==> src/xsd_pkg.sv <==
// xsd_pkg: constants and types for the extended-set indexed decode block
package xsd_pkg;

  // ----------------------------------------------------------------------
  // widths
  // ----------------------------------------------------------------------
  localparam int AW   = 12;               // data address width
  localparam int DW   = 8;                // data byte width
  localparam int IW   = 16;               // instruction word width
  localparam int PCW  = 21;               // program counter width
  localparam int NPTR = 3;                // number of pointer registers

  // ----------------------------------------------------------------------
  // opcode fields (upper byte of the first word)
  // ----------------------------------------------------------------------
  localparam logic [7:0] OP_PUSH_LIT  = 8'hFA; // push literal
  localparam logic [7:0] OP_SUB_PTR   = 8'hE9; // subtract from pointer
  localparam logic [7:0] OP_MOVE_IDX  = 8'hEB; // indexed move, first word
  localparam int         MOVE_SEL_BIT = 7;     // 1: indexed move, first word
  localparam logic [1:0] SEL_RETURN   = 2'h3;  // selector for the return form
  localparam logic [1:0] SP_INDEX     = 2'h2;  // stack pointer slot

  // ----------------------------------------------------------------------
  // access bank layout
  // ----------------------------------------------------------------------
  localparam logic [7:0]  OFS_MAX     = 8'h5F;   // largest indexed operand
  localparam logic [7:0]  ACC_SPLIT   = 8'h60;   // low/high access split
  localparam logic [3:0]  ACC_LO_BANK = 4'h0;    // low half of access bank
  localparam logic [3:0]  ACC_HI_BANK = 4'hF;    // high half of access bank

  // ----------------------------------------------------------------------
  // indirect addressing register windows (top address, span below it)
  // ----------------------------------------------------------------------
  localparam logic [AW-1:0] IND_TOP0   = 12'hFEF;
  localparam logic [AW-1:0] IND_TOP1   = 12'hFE7;
  localparam logic [AW-1:0] IND_TOP2   = 12'hFDF;
  localparam logic [AW-1:0] IND_SPAN   = 12'h004;
  localparam logic [DW-1:0] IND_RD_VAL = 8'h00;  // value seen instead

  // ----------------------------------------------------------------------
  // reset values
  // ----------------------------------------------------------------------
  localparam logic [AW-1:0]  PTR_RST = 12'h000;
  localparam logic [DW-1:0]  DAT_RST = 8'h00;
  localparam logic [PCW-1:0] PC_RST  = 21'h000000;

  // sequencer states
  typedef enum logic [2:0] {
    ST_IDLE    = 3'b000,   // ready for a new first word
    ST_MV_RD   = 3'b001,   // source read on the memory port
    ST_MV_CAP  = 3'b010,   // source data present, second word may come
    ST_MV_W2   = 3'b011,   // source held, waiting on second word
    ST_RET_NOP = 3'b100    // dead cycle while return target loads
  } xsd_state_t;

endpackage : xsd_pkg
==> src/xsd_decode.sv <==
// xsd_decode: extended-set instruction tail and indexed operand decode
//
// Overview of operation
// - push literal: store at pointer, decrement
// - subtract literal from selected pointer, one cycle
// - selector three: subtract from stack, then return
// - subtract-and-return takes two cycles, second idle
// - indexed move: read source, then write destination
// - extended set also enables indexed operand mode
// - set off: operand addresses are literal locations
// - set on, access low: operand offsets stack pointer
// - operands above limit keep access-bank meaning
// - only access-select operands up to 5Fh are reinterpreted
// - destination bit keeps its usual meaning
// - zero stack pointer gives original access mapping
// - configuration bit one enables; zero disables
// - indirect destination turns move into no-op
// - indirect source reads zero, no access made
`timescale 1ns/1ns
module xsd_decode
  import xsd_pkg::*;
(
  // clock and reset
  input  wire logic           i_clk_sys,
  input  wire logic           i_reset_n,
  // configuration
  input  wire logic           i_extended_set_enable_bit,
  output logic                o_ext_active,
  // instruction words from fetch
  input  wire logic           i_instr_valid,
  input  wire logic [IW-1:0]  i_instr,
  output logic                o_instr_ready,
  // standard operand resolution
  input  wire logic           i_std_valid,
  input  wire logic [7:0]     i_std_file,
  input  wire logic           i_std_access,
  input  wire logic           i_std_dest,
  input  wire logic [3:0]     i_bank_select_register,
  output logic                o_std_valid,
  output logic [AW-1:0]       o_std_addr,
  output logic                o_std_dest_file,
  output logic                o_std_indexed,
  // pointer register write port and views
  input  wire logic           i_ptr_wr,
  input  wire logic [1:0]     i_ptr_sel,
  input  wire logic [AW-1:0]  i_ptr_wdata,
  output logic [AW-1:0]       o_file_select_pointer0,
  output logic [AW-1:0]       o_file_select_pointer1,
  output logic [AW-1:0]       o_software_stack_pointer,
  // data memory port
  output logic [AW-1:0]       o_mem_addr,
  output logic                o_mem_re,
  output logic                o_mem_we,
  output logic [DW-1:0]       o_mem_wdata,
  input  wire logic [DW-1:0]  i_mem_rdata,
  // return stack
  input  wire logic [PCW-1:0] i_return_stack_top,
  output logic                o_pc_load,
  output logic [PCW-1:0]      o_pc_value
);
  // ----------------------------------------------------------------------
  // helpers
  // ----------------------------------------------------------------------
  // base plus a small offset, wrapping in the address space
  function automatic logic [AW-1:0] ofs_addr(input logic [AW-1:0] base,
                                             input logic [7:0]    ofs);
    ofs_addr = base + {4'h0, ofs};
  endfunction : ofs_addr
  // true when an address falls on an indirect addressing register
  function automatic logic is_ind(input logic [AW-1:0] a);
    is_ind = ((a <= IND_TOP0) && (a >= IND_TOP0 - IND_SPAN)) ||
             ((a <= IND_TOP1) && (a >= IND_TOP1 - IND_SPAN)) ||
             ((a <= IND_TOP2) && (a >= IND_TOP2 - IND_SPAN));
  endfunction : is_ind
  // ----------------------------------------------------------------------
  // state
  // ----------------------------------------------------------------------
  xsd_state_t       state_q,     state_d;      // sequencer
  logic [AW-1:0]    ptr_q [NPTR];              // pointer registers
  logic [AW-1:0]    ptr_d [NPTR];
  logic             ext_en_q,    ext_en_d;     // captured config bit
  logic             cfg_ld_q,    cfg_ld_d;     // config captured once
  logic             src_ind_q,   src_ind_d;    // source was indirect
  logic [DW-1:0]    mv_data_q,   mv_data_d;    // held move byte
  logic [AW-1:0]    mem_addr_q,  mem_addr_d;
  logic             mem_re_q,    mem_re_d;
  logic             mem_we_q,    mem_we_d;
  logic [DW-1:0]    mem_wdat_q,  mem_wdat_d;
  logic             pc_load_q,   pc_load_d;
  logic [PCW-1:0]   pc_val_q,    pc_val_d;
  logic             std_vld_q,   std_vld_d;
  logic [AW-1:0]    std_addr_q,  std_addr_d;
  logic             std_dest_q,  std_dest_d;
  logic             std_idx_q,   std_idx_d;
  logic [7:0]       op_hi;        // opcode byte of the current word
  logic [1:0]       sub_sel;      // pointer selector field
  logic [7:0]       sub_k;        // 6-bit literal, zero extended
  logic [AW-1:0]    sp;           // current stack pointer
  logic             take_w2;      // second move word taken this cycle
  logic [AW-1:0]    dst_addr;     // computed move destination
  logic [DW-1:0]    fresh_data;   // source byte as it arrives
  assign op_hi      = i_instr[15:8];
  assign sub_sel    = i_instr[7:6];
  assign sub_k      = {2'h0, i_instr[5:0]};
  assign sp         = ptr_q[SP_INDEX];
  assign fresh_data = src_ind_q ? IND_RD_VAL : i_mem_rdata;
  assign dst_addr   = ofs_addr(sp, {1'b0, i_instr[6:0]});
  assign take_w2    = i_instr_valid &&
                      ((state_q == ST_MV_CAP) || (state_q == ST_MV_W2));
  // ready is combinational: busy only while the read is in flight or
  // during the dead cycle of the return form
  assign o_instr_ready = (state_q == ST_IDLE) || (state_q == ST_MV_CAP) ||
                         (state_q == ST_MV_W2);

  // ----------------------------------------------------------------------
  // next-state logic
  // ----------------------------------------------------------------------
  always_comb begin
    state_d    = state_q;
    ptr_d      = ptr_q;
    ext_en_d   = ext_en_q;
    cfg_ld_d   = 1'b1;
    src_ind_d  = src_ind_q;
    mv_data_d  = mv_data_q;
    mem_addr_d = mem_addr_q;
    mem_re_d   = 1'b0;
    mem_we_d   = 1'b0;
    mem_wdat_d = mem_wdat_q;
    pc_load_d  = 1'b0;
    pc_val_d   = pc_val_q;
    // the enable bit is caught once after reset and then held
    if (!cfg_ld_q) begin
      ext_en_d = i_extended_set_enable_bit;
    end
    // core writes to pointers; an instruction in the same cycle wins
    if (i_ptr_wr && (i_ptr_sel != SEL_RETURN)) begin
      ptr_d[i_ptr_sel] = i_ptr_wdata;
    end
    // standard operand resolution, one result per request
    std_vld_d  = i_std_valid;
    std_dest_d = std_dest_q;
    std_addr_d = std_addr_q;
    std_idx_d  = std_idx_q;
    if (i_std_valid) begin
      std_dest_d = i_std_dest;
      std_idx_d  = 1'b0;
      if (i_std_access) begin
        // banked: bank select register supplies the high nibble
        std_addr_d = {i_bank_select_register, i_std_file};
      end else if (ext_en_q && (i_std_file <= OFS_MAX)) begin
        // any access-low operand in range becomes a stack offset
        std_addr_d = ofs_addr(sp, i_std_file);
        std_idx_d  = 1'b1;
      end else if (i_std_file < ACC_SPLIT) begin
        std_addr_d = {ACC_LO_BANK, i_std_file};
      end else begin
        std_addr_d = {ACC_HI_BANK, i_std_file};
      end
    end
    case (state_q)
      ST_IDLE: begin
        // extended opcodes exist only with the set enabled
        if (i_instr_valid && ext_en_q) begin
          if (op_hi == OP_PUSH_LIT) begin
            mem_addr_d     = sp;
            mem_wdat_d     = i_instr[7:0];
            mem_we_d       = 1'b1;
            ptr_d[SP_INDEX] = sp - 12'h001;
          end else if (op_hi == OP_SUB_PTR) begin
            if (sub_sel == SEL_RETURN) begin
              ptr_d[SP_INDEX] = sp - {4'h0, sub_k};
              pc_load_d       = 1'b1;
              pc_val_d        = i_return_stack_top;
              state_d         = ST_RET_NOP;
            end else begin
              ptr_d[sub_sel] = ptr_q[sub_sel] - {4'h0, sub_k};
            end
          end else if ((op_hi == OP_MOVE_IDX) && i_instr[MOVE_SEL_BIT]) begin
            // no read at all when the source is indirect
            mem_addr_d = ofs_addr(sp, {1'b0, i_instr[6:0]});
            src_ind_d  = is_ind(mem_addr_d);
            mem_re_d   = !src_ind_d;
            state_d    = ST_MV_RD;
          end
        end
      end
      ST_MV_RD: begin
        // memory answers in the next cycle
        state_d = ST_MV_CAP;
      end
      ST_MV_CAP: begin
        // read data stands only now, so keep it
        mv_data_d = fresh_data;
        state_d   = ST_MV_W2;
      end
      ST_MV_W2: begin
        // hold the byte until the second word arrives
        state_d = ST_MV_W2;
      end
      ST_RET_NOP: begin
        // dead cycle while the return target is fetched
        state_d = ST_IDLE;
      end
      default: begin
        state_d = ST_IDLE;
      end
    endcase
    // second move word: compute destination and write it unless it is indirect
    if (take_w2) begin
      state_d = ST_IDLE;
      if (!is_ind(dst_addr)) begin
        mem_addr_d = dst_addr;
        mem_we_d   = 1'b1;
        mem_wdat_d = (state_q == ST_MV_CAP) ? fresh_data : mv_data_q;
      end
    end
  end

  // ----------------------------------------------------------------------
  // registers
  // ----------------------------------------------------------------------
  always_ff @(posedge i_clk_sys or negedge i_reset_n) begin
    if (!i_reset_n) begin
      state_q    <= ST_IDLE;
      for (int i = 0; i < NPTR; i++) begin
        ptr_q[i] <= PTR_RST;
      end
      ext_en_q   <= 1'b0;
      cfg_ld_q   <= 1'b0;
      src_ind_q  <= 1'b0;
      mv_data_q  <= DAT_RST;
      mem_addr_q <= PTR_RST;
      mem_re_q   <= 1'b0;
      mem_we_q   <= 1'b0;
      mem_wdat_q <= DAT_RST;
      pc_load_q  <= 1'b0;
      pc_val_q   <= PC_RST;
      std_vld_q  <= 1'b0;
      std_addr_q <= PTR_RST;
      std_dest_q <= 1'b0;
      std_idx_q  <= 1'b0;
    end else begin
      state_q    <= state_d;
      ptr_q      <= ptr_d;
      ext_en_q   <= ext_en_d;
      cfg_ld_q   <= cfg_ld_d;
      src_ind_q  <= src_ind_d;
      mv_data_q  <= mv_data_d;
      mem_addr_q <= mem_addr_d;
      mem_re_q   <= mem_re_d;
      mem_we_q   <= mem_we_d;
      mem_wdat_q <= mem_wdat_d;
      pc_load_q  <= pc_load_d;
      pc_val_q   <= pc_val_d;
      std_vld_q  <= std_vld_d;
      std_addr_q <= std_addr_d;
      std_dest_q <= std_dest_d;
      std_idx_q  <= std_idx_d;
    end
  end

  // outputs, all from flip-flops
  assign o_ext_active             = ext_en_q;
  assign o_std_valid              = std_vld_q;
  assign o_std_addr               = std_addr_q;
  assign o_std_dest_file          = std_dest_q;
  assign o_std_indexed            = std_idx_q;
  assign o_file_select_pointer0   = ptr_q[0];
  assign o_file_select_pointer1   = ptr_q[1];
  assign o_software_stack_pointer = ptr_q[SP_INDEX];
  assign o_mem_addr               = mem_addr_q;
  assign o_mem_re                 = mem_re_q;
  assign o_mem_we                 = mem_we_q;
  assign o_mem_wdata              = mem_wdat_q;
  assign o_pc_load                = pc_load_q;
  assign o_pc_value               = pc_val_q;

  logic go;  // an extended first word is taken this cycle
  assign go = (state_q == ST_IDLE) && i_instr_valid && ext_en_q;
endmodule : xsd_decode

==> config.mk <==
export PLATFORM = sky130hd
export DESIGN_NAME = xsd_decode
export DESIGN_NICKNAME = d
export VERILOG_FILES = /design/src/xsd_pkg.sv /design/src/xsd_decode.sv
export SDC_FILE = /design/constraint.sdc
export NUM_CORES = 1
export LEC_CHECK = 0
export BUFFER_PORTS_ARGS = -buffer_cell sky130_fd_sc_hd__buf_2
export CAP_MARGIN = 0
export CORE_MARGIN = 2
export CORE_UTILIZATION = 50
export DETAILED_ROUTE_END_ITERATION = 10
export PLACE_DENSITY = 0.75
export SLEW_MARGIN = 20
export SYNTH_ARGS = -nofsm -noshare
export SYNTH_HDL_FRONTEND = slang
export SYNTH_SLANG_ARGS = --single-unit
==> constraint.sdc <==
create_clock -name i_clk_sys -period 4.4 [get_ports i_clk_sys]
set_clock_uncertainty 0.2 [all_clocks]
set_input_delay 0.22 -clock i_clk_sys [delete_from_list [all_inputs] [get_ports i_clk_sys]]
set_output_delay 0.22 -clock i_clk_sys [all_outputs]
set_load 0.02 [all_outputs]
==> results of run 1 <==
[power groups by stage]
stage	combinational [mW]	clock (mW)	sequential, mW
floorplan	0.812	0	1.54
global placement	1.44	0	1.38
detailed placement	1.46	0	1.38
CTS	1.50	0.859	1.36
global route	1.65	0.905	1.39
finish	1.52	0.853	1.37
[stage by stage]
stage                     cell area, µm²  total power, mW  hold slack [ns]  std cells
after floorplan                     7522            2.351          -0.2756        870
after global placement              8558            2.816           0.1832       1200
after detailed placement            8558            2.837           0.1785       1200
after CTS                           9407            3.727         0.003760       1269
after global routing                9407            3.944          0.01615       1269
final                               9407            3.734        -0.002323       1269
[layout make-up]
cell class	count	share of cell area
multi-input cells	684	0.4769
flip-flops and latches	109	0.2900
repair buffers	244	0.1628
clock buffers	11	0.02687
well taps	184	0.02447
inverters	33	0.01317
clock inverters	4	0.005853
[worst min-delay path: cells and delay by family]
family                 cells  cell delay, ns
buffers and inverters      1            0.13
AOI/OAI and AO/OA          1            0.08
and+or+nand+nor            1            0.07
[logic make-up after synthesis]
| logic type | after synthesis |
|---|---|
| fa+ha+maj | 33 |
| other cells | 1 |
| flops | 109 |
| buf+inv | 77 |
| compound gates | 236 |
| mux | 44 |
| xor+xnor | 28 |
| simple gates | 342 |
[routing by layer]
metal  up-vias  share of wire  GRT usage
met5         -              0          0
met4         0          0.023    0.09308
met3        43          0.090    0.06748
met2       343           0.48     0.4794
met1      3638           0.41     0.3693
li1       3540              -          -
[timing repair]
item | in CTS | in global routing
hold buffers | 54 | 0
setup buffers | 0 | 0
endpoints found under the hold margin | 164 | 0
[flip-flops by register name, indices dropped and copies added, names as in the netlist, 3 cells and up]
register                  count
o_pc_value                   21
o_file_select_pointer0       12
o_file_select_pointer1       12
o_mem_addr                   12
o_software_stack_pointer     12
o_std_addr                   12
mv_data_q                     8
o_mem_wdata                   8
state_q                       3
[synthesized netlist by cell type (19+ instances only)]
cell | count | area (µm²)
nand2b_1 | 20 | 125.1
xnor2_1 | 19 | 166.4
a211oi_1 | 20 | 150.1
inv_1 | 32 | 120.1
mux2i_1 | 28 | 280.3
o21ai_0 | 57 | 285.3
ha_1 | 29 | 362.9
nor2_1 | 58 | 217.7
nor2b_1 | 27 | 168.9
dfrtp_1 | 109 | 2728
clkbuf_1 | 31 | 116.4
nand2_1 | 145 | 544.3
a21oi_1 | 54 | 270.3
[worst max-delay path by stage]
stage	startpoint	end	slack, ns	cells after the start
3_5_place_dp	i_instr[7]	o_software_stack_pointer[11]	0.80	12
4_1_cts	o_software_stack_pointer[1]	o_mem_addr[1]	0.96	8
3_3_place_gp	i_instr[7]	o_software_stack_pointer[6]	0.87	12
5_1_grt	o_software_stack_pointer[1]	o_mem_addr[1]	0.79	8
6_report	o_software_stack_pointer[1]	o_mem_addr[1]	0.91	8
2_1_floorplan	i_instr[6]	o_software_stack_pointer[11]	0.78	15
==> results.cfg, run 1 <==
[final_layout]
fillers = 1243
seqCellArea_um2 = 2728
final_common_cell = buf_2
multiInputGateArea_um2 = 4486
final_cell_mix = buf_2, nand2_1, dfrtp_1, nor2_1, o21ai_0
final_core_util = 0.6448
syn2layout_area_growth_pct = 25.05
nNetsFinal = 1193
antennaDiodeCount = 0
drive_above_1_share = 0.2295

[logic_synthesis]
ys_warn_count = 0
muxShareOfSynthArea = 0.06121
ys_types = 87
synth-edff-count = 0
synth_ff_type = dfrtp_1
synth-simple-area-share = 0.2242
synth_fa_ha_area_frac = 0.05888
synth_area_per_cell_um2 = 8.646
ys_async_sr_fraction = 1.000
synth-compound-area-share = 0.2147
syn_nets = 982
postSynthCellCount = 870
synth-xor-area-share = 0.03609
ys_seq_area_frac = 0.3626
ys_ff_latch = 109
synth_top_family_by_area = simple AND/OR/NAND/NOR gates
netlist_area_um2 = 7522

[detailed_routing]
drcViolationCount = 0
antenna_left = 0
route.vias.total = 7564
wl_um = 23120
drt_pass1_iterations = 5
drt_iter0_drc = 609
wl_per_cell_um = 18.22
via_per_inst = 5.961

[die]
rows = 44
design.core.area_um2 = 14590
die-height_um = 126.7
pin_count = 176
initial_core_util = 0.5156
die_area_um2 = 16040
die_x_um = 126.7

[grt]
grt_usage = 0.2871
grt_max_degree = 59
grt_pass1_vias = 7294
grt_first_pass_wirelength_um = 36870
antenna_found_initial = 0
overflow = 0

[clocking]
cts_buffers = 9
cts_resized = 0
clockBufferDepth = 2
cts_root_buffer = clkbuf_16
cts_tree = built
clock_sinks = 109
htreeDepth = 3
cts.clk_slew.worst_paths_ns = 0.08
insertion_delay_ns = 0.36

[critical_path]
worstPathMaxFanout = 12
crit_buf_inv = 0
slowest_delay_ns = 0.56
critPathKind = flip-flop to flip-flop
startpoint_type = flip-flop
worst_ep_arrival_time_ns = 3.52
crit_required_ns = 4.43
crit_family = compound AO/OA/AOI/OAI gates
rr_startpoint = o_software_stack_pointer[1]
end_kind = flip-flop
cp_cell_sequence = fa_1 -> nor2b_2 -> o211a_1 -> o31ai_2 -> mux2i_1 -> nand3_4 -> o21ai_4 -> mux2_1
ff2ff_setup_slack_ns = 0.91
slowest_stage = dfrtp_1
reg2regPathDepth = 8
rr_endpoint = o_mem_addr[1]

[power_and_ir_drop]
ir_worst_vdd_mv = 0.2343
pwr-share-clk = 0.228
intPower_mw = 2.276
sw_frac_of_total = 0.3904
combPwrFrac = 0.406
power_per_cell_area_nw_per_um2 = 397.0
seq_power_share = 0.366
total_leakage_power_nw = 4.505
p_switching_mw = 1.458

[timing]
hold_viol_final = 1
fmax_ghz = 0.2867
relSlewSlack = 0.4024
report.final.slew_viol_count = 0
post-route-min-period_ns = 3.488
setup_tns_ns = 0
finalCritPeriodShare = 0.7928
hold-worst-slack_ns = -0.002323
rsz0062_at_grt = no
worstMarginPinSlew_ns = 0.8939
setup_ws_ns = 0.9117
setup_viol = 0

[run_status]
status = complete, but fails checks
violations = negative hold slack

[job]
cap_violations = 0

[placed_design]
place.gp.congestion = 1.012
portBuffers = 175
dp_hpwl_um = 16590
preCtsSetupSlack_ns = 0.8044

[min_path]
worstHoldStart = i_instr[0]
min_path_type = primary input to flip-flop
whs_path_depth = 3
holdPathEnd = o_mem_wdata[0]
(Power assumes the default switching activity.)
==> inputs of run 2 (changes only) <==
--- a/config.mk
+++ b/config.mk
@@ -10,7 +10,7 @@
 export CORE_MARGIN = 2
 export CORE_UTILIZATION = 50
 export DETAILED_ROUTE_END_ITERATION = 10
-export PLACE_DENSITY = 0.75
+export PLACE_DENSITY = 0.78
 export SLEW_MARGIN = 20
 export SYNTH_ARGS = -nofsm -noshare
 export SYNTH_HDL_FRONTEND = slang
==> constraint.sdc (replaced) <==
create_clock -name i_clk_sys -period 3 [get_ports i_clk_sys]
set_clock_uncertainty 0.2 [all_clocks]
set_input_delay 0.15 -clock i_clk_sys [delete_from_list [all_inputs] [get_ports i_clk_sys]]
set_output_delay 0.15 -clock i_clk_sys [all_outputs]
set_load 0.02 [all_outputs]
==> results.cfg, run 2 (synthesis gave the netlist of run 1 again) <==
[run_status]
status = complete, no violations

[grt]
grt_max_degree = 62
overflow = 0
grt_pass1_vias = 7503
grt_usage = 0.2971
antenna_found_initial = 1
grt_first_pass_wirelength_um = 38180

[clocking]
insertion_delay_ns = 0.37
clockBufferDepth = 2
cts_root_buffer = clkbuf_16
cts_buffers = 9
clock_sinks = 109
cts.clk_slew.worst_paths_ns = 0.08
cts_tree = built
htreeDepth = 3

[final_layout]
final_area_um2 = 10060
syn2layout_area_growth_pct = 33.77
final_common_cell = buf_2
fillers = 1087
nNetsFinal = 1250
seqCellArea_um2 = 2730
drive_above_1_share = 0.2852
final_core_util = 0.6897
multiInputGateArea_um2 = 4654
layoutNonFillerInstCount = 1327
antennaDiodeCount = 0
largest_register_ffs = 21
final_cell_mix = buf_2, nand2_1, dfrtp_1, dlygate4sd3_1, buf_4

[critical_path]
rr_startpoint = o_software_stack_pointer[0]
critPathKind = flip-flop to flip-flop
reg2regPathDepth = 9
crit_start = o_software_stack_pointer[0]
worstPathMaxFanout = 4
end_kind = flip-flop
crit_required_ns = 3.05
worst_ep_arrival_time_ns = 3.05
startpoint_type = flip-flop

[power_and_ir_drop]
total_leakage_power_nw = 4.815
power_per_cell_area_nw_per_um2 = 572.9
ir_worst_vdd_mv = 0.3331
fin_total_pwr_mw = 5.765

[detailed_routing]
drcViolationCount = 0
wl_per_cell_um = 18.18
via_per_inst = 5.888
antenna_left = 0
route.vias.total = 7813
wl_um = 24130
drt_iter0_drc = 569
drt_pass1_iterations = 6

[min_path]
whs_path_depth = 5
worstHoldStart = i_bank_select_register[3]
min_path_type = primary input to flip-flop

[timing]
hold_viol_final = 0
report.final.slew_viol_count = 0
setup_viol = 0
post-route-min-period_ns = 2.998
setup_ws_ns = 0.002299
relSlewSlack = 0.5155
worstMarginPinSlew_ns = 0.7252
rsz0062_at_grt = yes
fmax_ghz = 0.3336
finalCritPeriodShare = 0.9992

[placed_design]
dp_hpwl_um = 17160
place.gp.congestion = 0.9748
portBuffers = 175
placed_cells = 1238
placed_area_um2 = 8902
preCtsSetupSlack_ns = -0.07646

[die]
die-height_um = 126.7
rows = 44
design.core.area_um2 = 14590
initial_core_util = 0.5156
die_x_um = 126.7
pin_count = 176
die_area_um2 = 16040

[job]
cap_violations = 0
==> run 2: what timing repair did <==
item	CTS	global route
hold buffers	61	0
gates cloned	0	2
gates resized for setup	3	33
setup endpoints to repair	10	38
setup buffers	0	10
pin swaps	2	17
endpoints found under the hold margin	126	0
==> run 2: path summary, 6_finish.rpt <==
path	endpoint	slack (ns)
setup / recovery	o_mem_addr[1]	0.002
hold / removal	o_std_addr[11]	0.006
setup reg to reg	o_mem_addr[1]	0.002
hold reg to reg	o_std_addr[6]	0.28
max in group asynchronous	o_mem_wdata[7]	1.70
min in group asynchronous	o_file_select_pointer1[9]	0.14
==> run 2: layout make-up <==
cell class	count	area share
Inverter	33	0.01231
Multi-Input combinational cell	685	0.4626
Clock inverter	6	0.007461
Tap cell	184	0.02288
Sequential cell	109	0.2713
Timing Repair Buffer	300	0.1997
Clock buffer	10	0.02375
==> run 2: power breakdown <==
part	switching, mW	leakage, nW	internal (mW)
Combinational	1.44	3.30	1.05
Sequential	0.233	1.36	1.76
Clock	0.593	0.152	0.684
==> run 2: per-stage QoR <==
stage                     hold WS, ns   TNS [ns]
after floorplan               -0.3456  -0.004937
after global placement        0.01303   -0.01264
after detailed placement      0.02218    -0.2460
after CTS                   0.0006321          0
after global routing          0.03383    -0.9530
final                        0.006368          0
==> run 2: critical path, cell delays in order (launching register included) <==
cell and delay (ns):
dfrtp_2 0.43, ha_4 0.17, fa_2 0.35, nor2b_4 0.15
o211a_1 0.27, o31ai_4 0.25, mux2i_4 0.36, nand3_4 0.13
o21ai_4 0.25, mux2_4 0.32
==> run 2: metal layers <==
metal  global-route usage  up-vias  part of all wire
met1               0.3939     3666              0.41
met4              0.09825        2             0.033
met3              0.06031       77             0.094
met2               0.4885      412              0.46
li1                     -     3656                 -
met5                    0        -           0.00050
==> inputs of run 3 (changes only) <==
--- a/config.mk
+++ b/config.mk
@@ -5,6 +5,7 @@
 export SDC_FILE = /design/constraint.sdc
 export NUM_CORES = 1
 export LEC_CHECK = 0
+export ABC_AREA = 1
 export BUFFER_PORTS_ARGS = -buffer_cell sky130_fd_sc_hd__buf_2
 export CAP_MARGIN = 0
 export CORE_MARGIN = 2
==> results.cfg, run 3 <==
[logic_synthesis]
synth_most_common_cell = nand2_1
synth_area_leaders = dfrtp_1, nand2_1, o21ai_0
ys_async_sr_fraction = 1.000
synth_ff_type = dfrtp_1
ys_ff_latch = 109
ys_types = 53
ys_seq_area_frac = 0.3503
synth-edff-count = 0
netlist_area_um2 = 7787
synthTopCellsByCount = nand2_1, inv_1, dfrtp_1
synth_top_area_share = 0.3503
synth_area_per_cell_um2 = 6.904
postSynthCellCount = 1128
syn_nets = 1240
ys_warn_count = 0
synth_top_cell_by_area = dfrtp_1

[placed_design]
dp_hpwl_um = 20060
preCtsSetupSlack_ns = 0.09587
place.gp.congestion = 1.104
placed_area_um2 = 8976
portBuffers = 175

[grt]
grt_pass1_vias = 8131
grt_usage = 0.3273
grt_first_pass_wirelength_um = 42110
antenna_found_initial = 0
grt_max_degree = 45
overflow = 0

[clocking]
clockBufferDepth = 2
cts_tree = built
cts.clk_slew.worst_paths_ns = 0.08
htreeDepth = 3
cts_buffers = 9
clock_sinks = 109
insertion_delay_ns = 0.37
cts_root_buffer = clkbuf_16

[critical_path]
worstPathMaxFanout = 6
crit_family = simple AND/OR/NAND/NOR gates
cp_cell_sequence = inv_1 -> nor2_1 -> a221oi_1 -> ha_1 -> fa_1 -> nand3b_1 -> nand2_1 -> nand2_1 -> nand2_1 -> nand2_1 -> nand3_1 -> nand2_1 -> and2_1 -> nor2_1 -> a21oi_1
slowest_stage = fa_1
startpoint_type = flip-flop
crit_buf_inv = 1
worst_ep_arrival_time_ns = 2.80
slowest_delay_ns = 0.40
crit_required_ns = 3.01
critPathKind = flip-flop to flip-flop
end_kind = flip-flop
crit_top_cell = nand2_1

[timing]
finalCritPeriodShare = 0.9271
worstMarginPinSlew_ns = 0.8434
relSlewSlack = 0.4371
fmax_ghz = 0.3595
setup_ws_ns = 0.2187
hold_viol_final = 0
rsz0062_at_grt = no
setup_viol = 0
post-route-min-period_ns = 2.781
setup_tns_ns = 0
report.final.slew_viol_count = 0

[detailed_routing]
route.vias.total = 8721
wl_per_cell_um = 17.24
drt_pass1_iterations = 5
drcViolationCount = 0
drt_iter0_drc = 770
via_per_inst = 5.562
antenna_left = 0
wl_um = 27030

[die]
pin_count = 176
design.core.area_um2 = 15200
die_area_um2 = 16590
die-height_um = 128.8
initial_core_util = 0.5123
die_x_um = 128.8
rows = 45

[final_layout]
seqCellArea_um2 = 2728
syn2layout_area_growth_pct = 27.46
final_cell_mix = nand2_1, buf_2, inv_1, dfrtp_1, o21ai_0
fillers = 1351
antennaDiodeCount = 0
largest_register_ffs = 21
multiInputGateArea_um2 = 4348
drive_above_1_share = 0.1971
final_common_cell = nand2_1
nNetsFinal = 1487
final_area_um2 = 9926

[power_and_ir_drop]
fin_total_pwr_mw = 6.539
ir_worst_vdd_mv = 0.3537
power_per_cell_area_nw_per_um2 = 658.8
total_leakage_power_nw = 5.256

[min_path]
min_path_type = primary input to flip-flop

[job]
cap_violations = 0

[run_status]
status = complete, no violations
run 3: layer usage:
metal  global-route usage  routed length, µm  up-vias
met2               0.5241              12220      507
met1               0.4436              11260     3961
met5                    0                  0        -
met4               0.1541               1112        0
li1                     -                  -     4178
met3              0.03992               2432       75
run 3: where the power goes:
part / switching (mW) / total [mW] / internal (mW)
Clock: 0.633 / 1.23 / 0.594
Sequential: 0.225 / 1.93 / 1.70
Combinational: 2.20 / 3.39 / 1.18
run 3: final timing paths:
| check | from | end | slack (ns) | cells after the start |
|---|---|---|---|---|
| min in group asynchronous | i_reset_n | o_file_select_pointer1[9] | 0.10 | 2 |
| hold reg to reg | o_std_dest_file | o_std_dest_file | 0.27 | 2 |
| hold / removal | i_instr[0] | o_mem_wdata[0] | 0.01 | 5 |
| setup / recovery | o_software_stack_pointer[0] | o_file_select_pointer1[10] | 0.22 | 15 |
| max in group asynchronous | i_reset_n | o_mem_addr[8] | 1.75 | 3 |
| setup reg to reg | o_software_stack_pointer[0] | o_file_select_pointer1[10] | 0.22 | 15 |
run 3: layout make-up:
class                           instances  share of cell area
Tap cell                              188             0.02370
Clock buffer                            9             0.02269
Timing Repair Buffer                  276              0.1837
Inverter                              131             0.04979
Clock inverter                          7            0.007311
Multi-Input combinational cell        848              0.4380
Sequential cell                       109              0.2748
run 3: logic make-up after synthesis:
family          after synthesis  share of synthesized area
flops                       109                     0.3503
xor+xnor                     18                    0.02217
mux                           3                   0.004338
simple gates                568                     0.3101
compound gates              225                     0.1640
other cells                   1                  0.0004815
fa+ha+maj                    33                    0.05688
buf+inv                     171                    0.09174
run 3: what timing repair did:
item,in CTS,in global routing
hold endpoints to repair,104,0
gates resized for setup,0,2
endpoints found under the setup margin,0,11
hold buffers,63,0
setup buffers,0,2
run 3: tightest hold or removal path, stage by stage:
cell and delay, ns:
buf_2 0.15, nand2_1 0.09, nand2_1 0.05, nand2_1 0.05, o21ai_1 0.05
run 3: per-stage QoR:
step	cells	hold slack [ns]	util
after floorplan	1128	-0.3456	-
after global placement	1487	-0.02663	0.5905
after global routing	1568	0.02521	0.6529
final	1568	0.01216	0.6529
after CTS	1566	0.003043	0.6515
after detailed placement	1487	-0.02441	0.5905
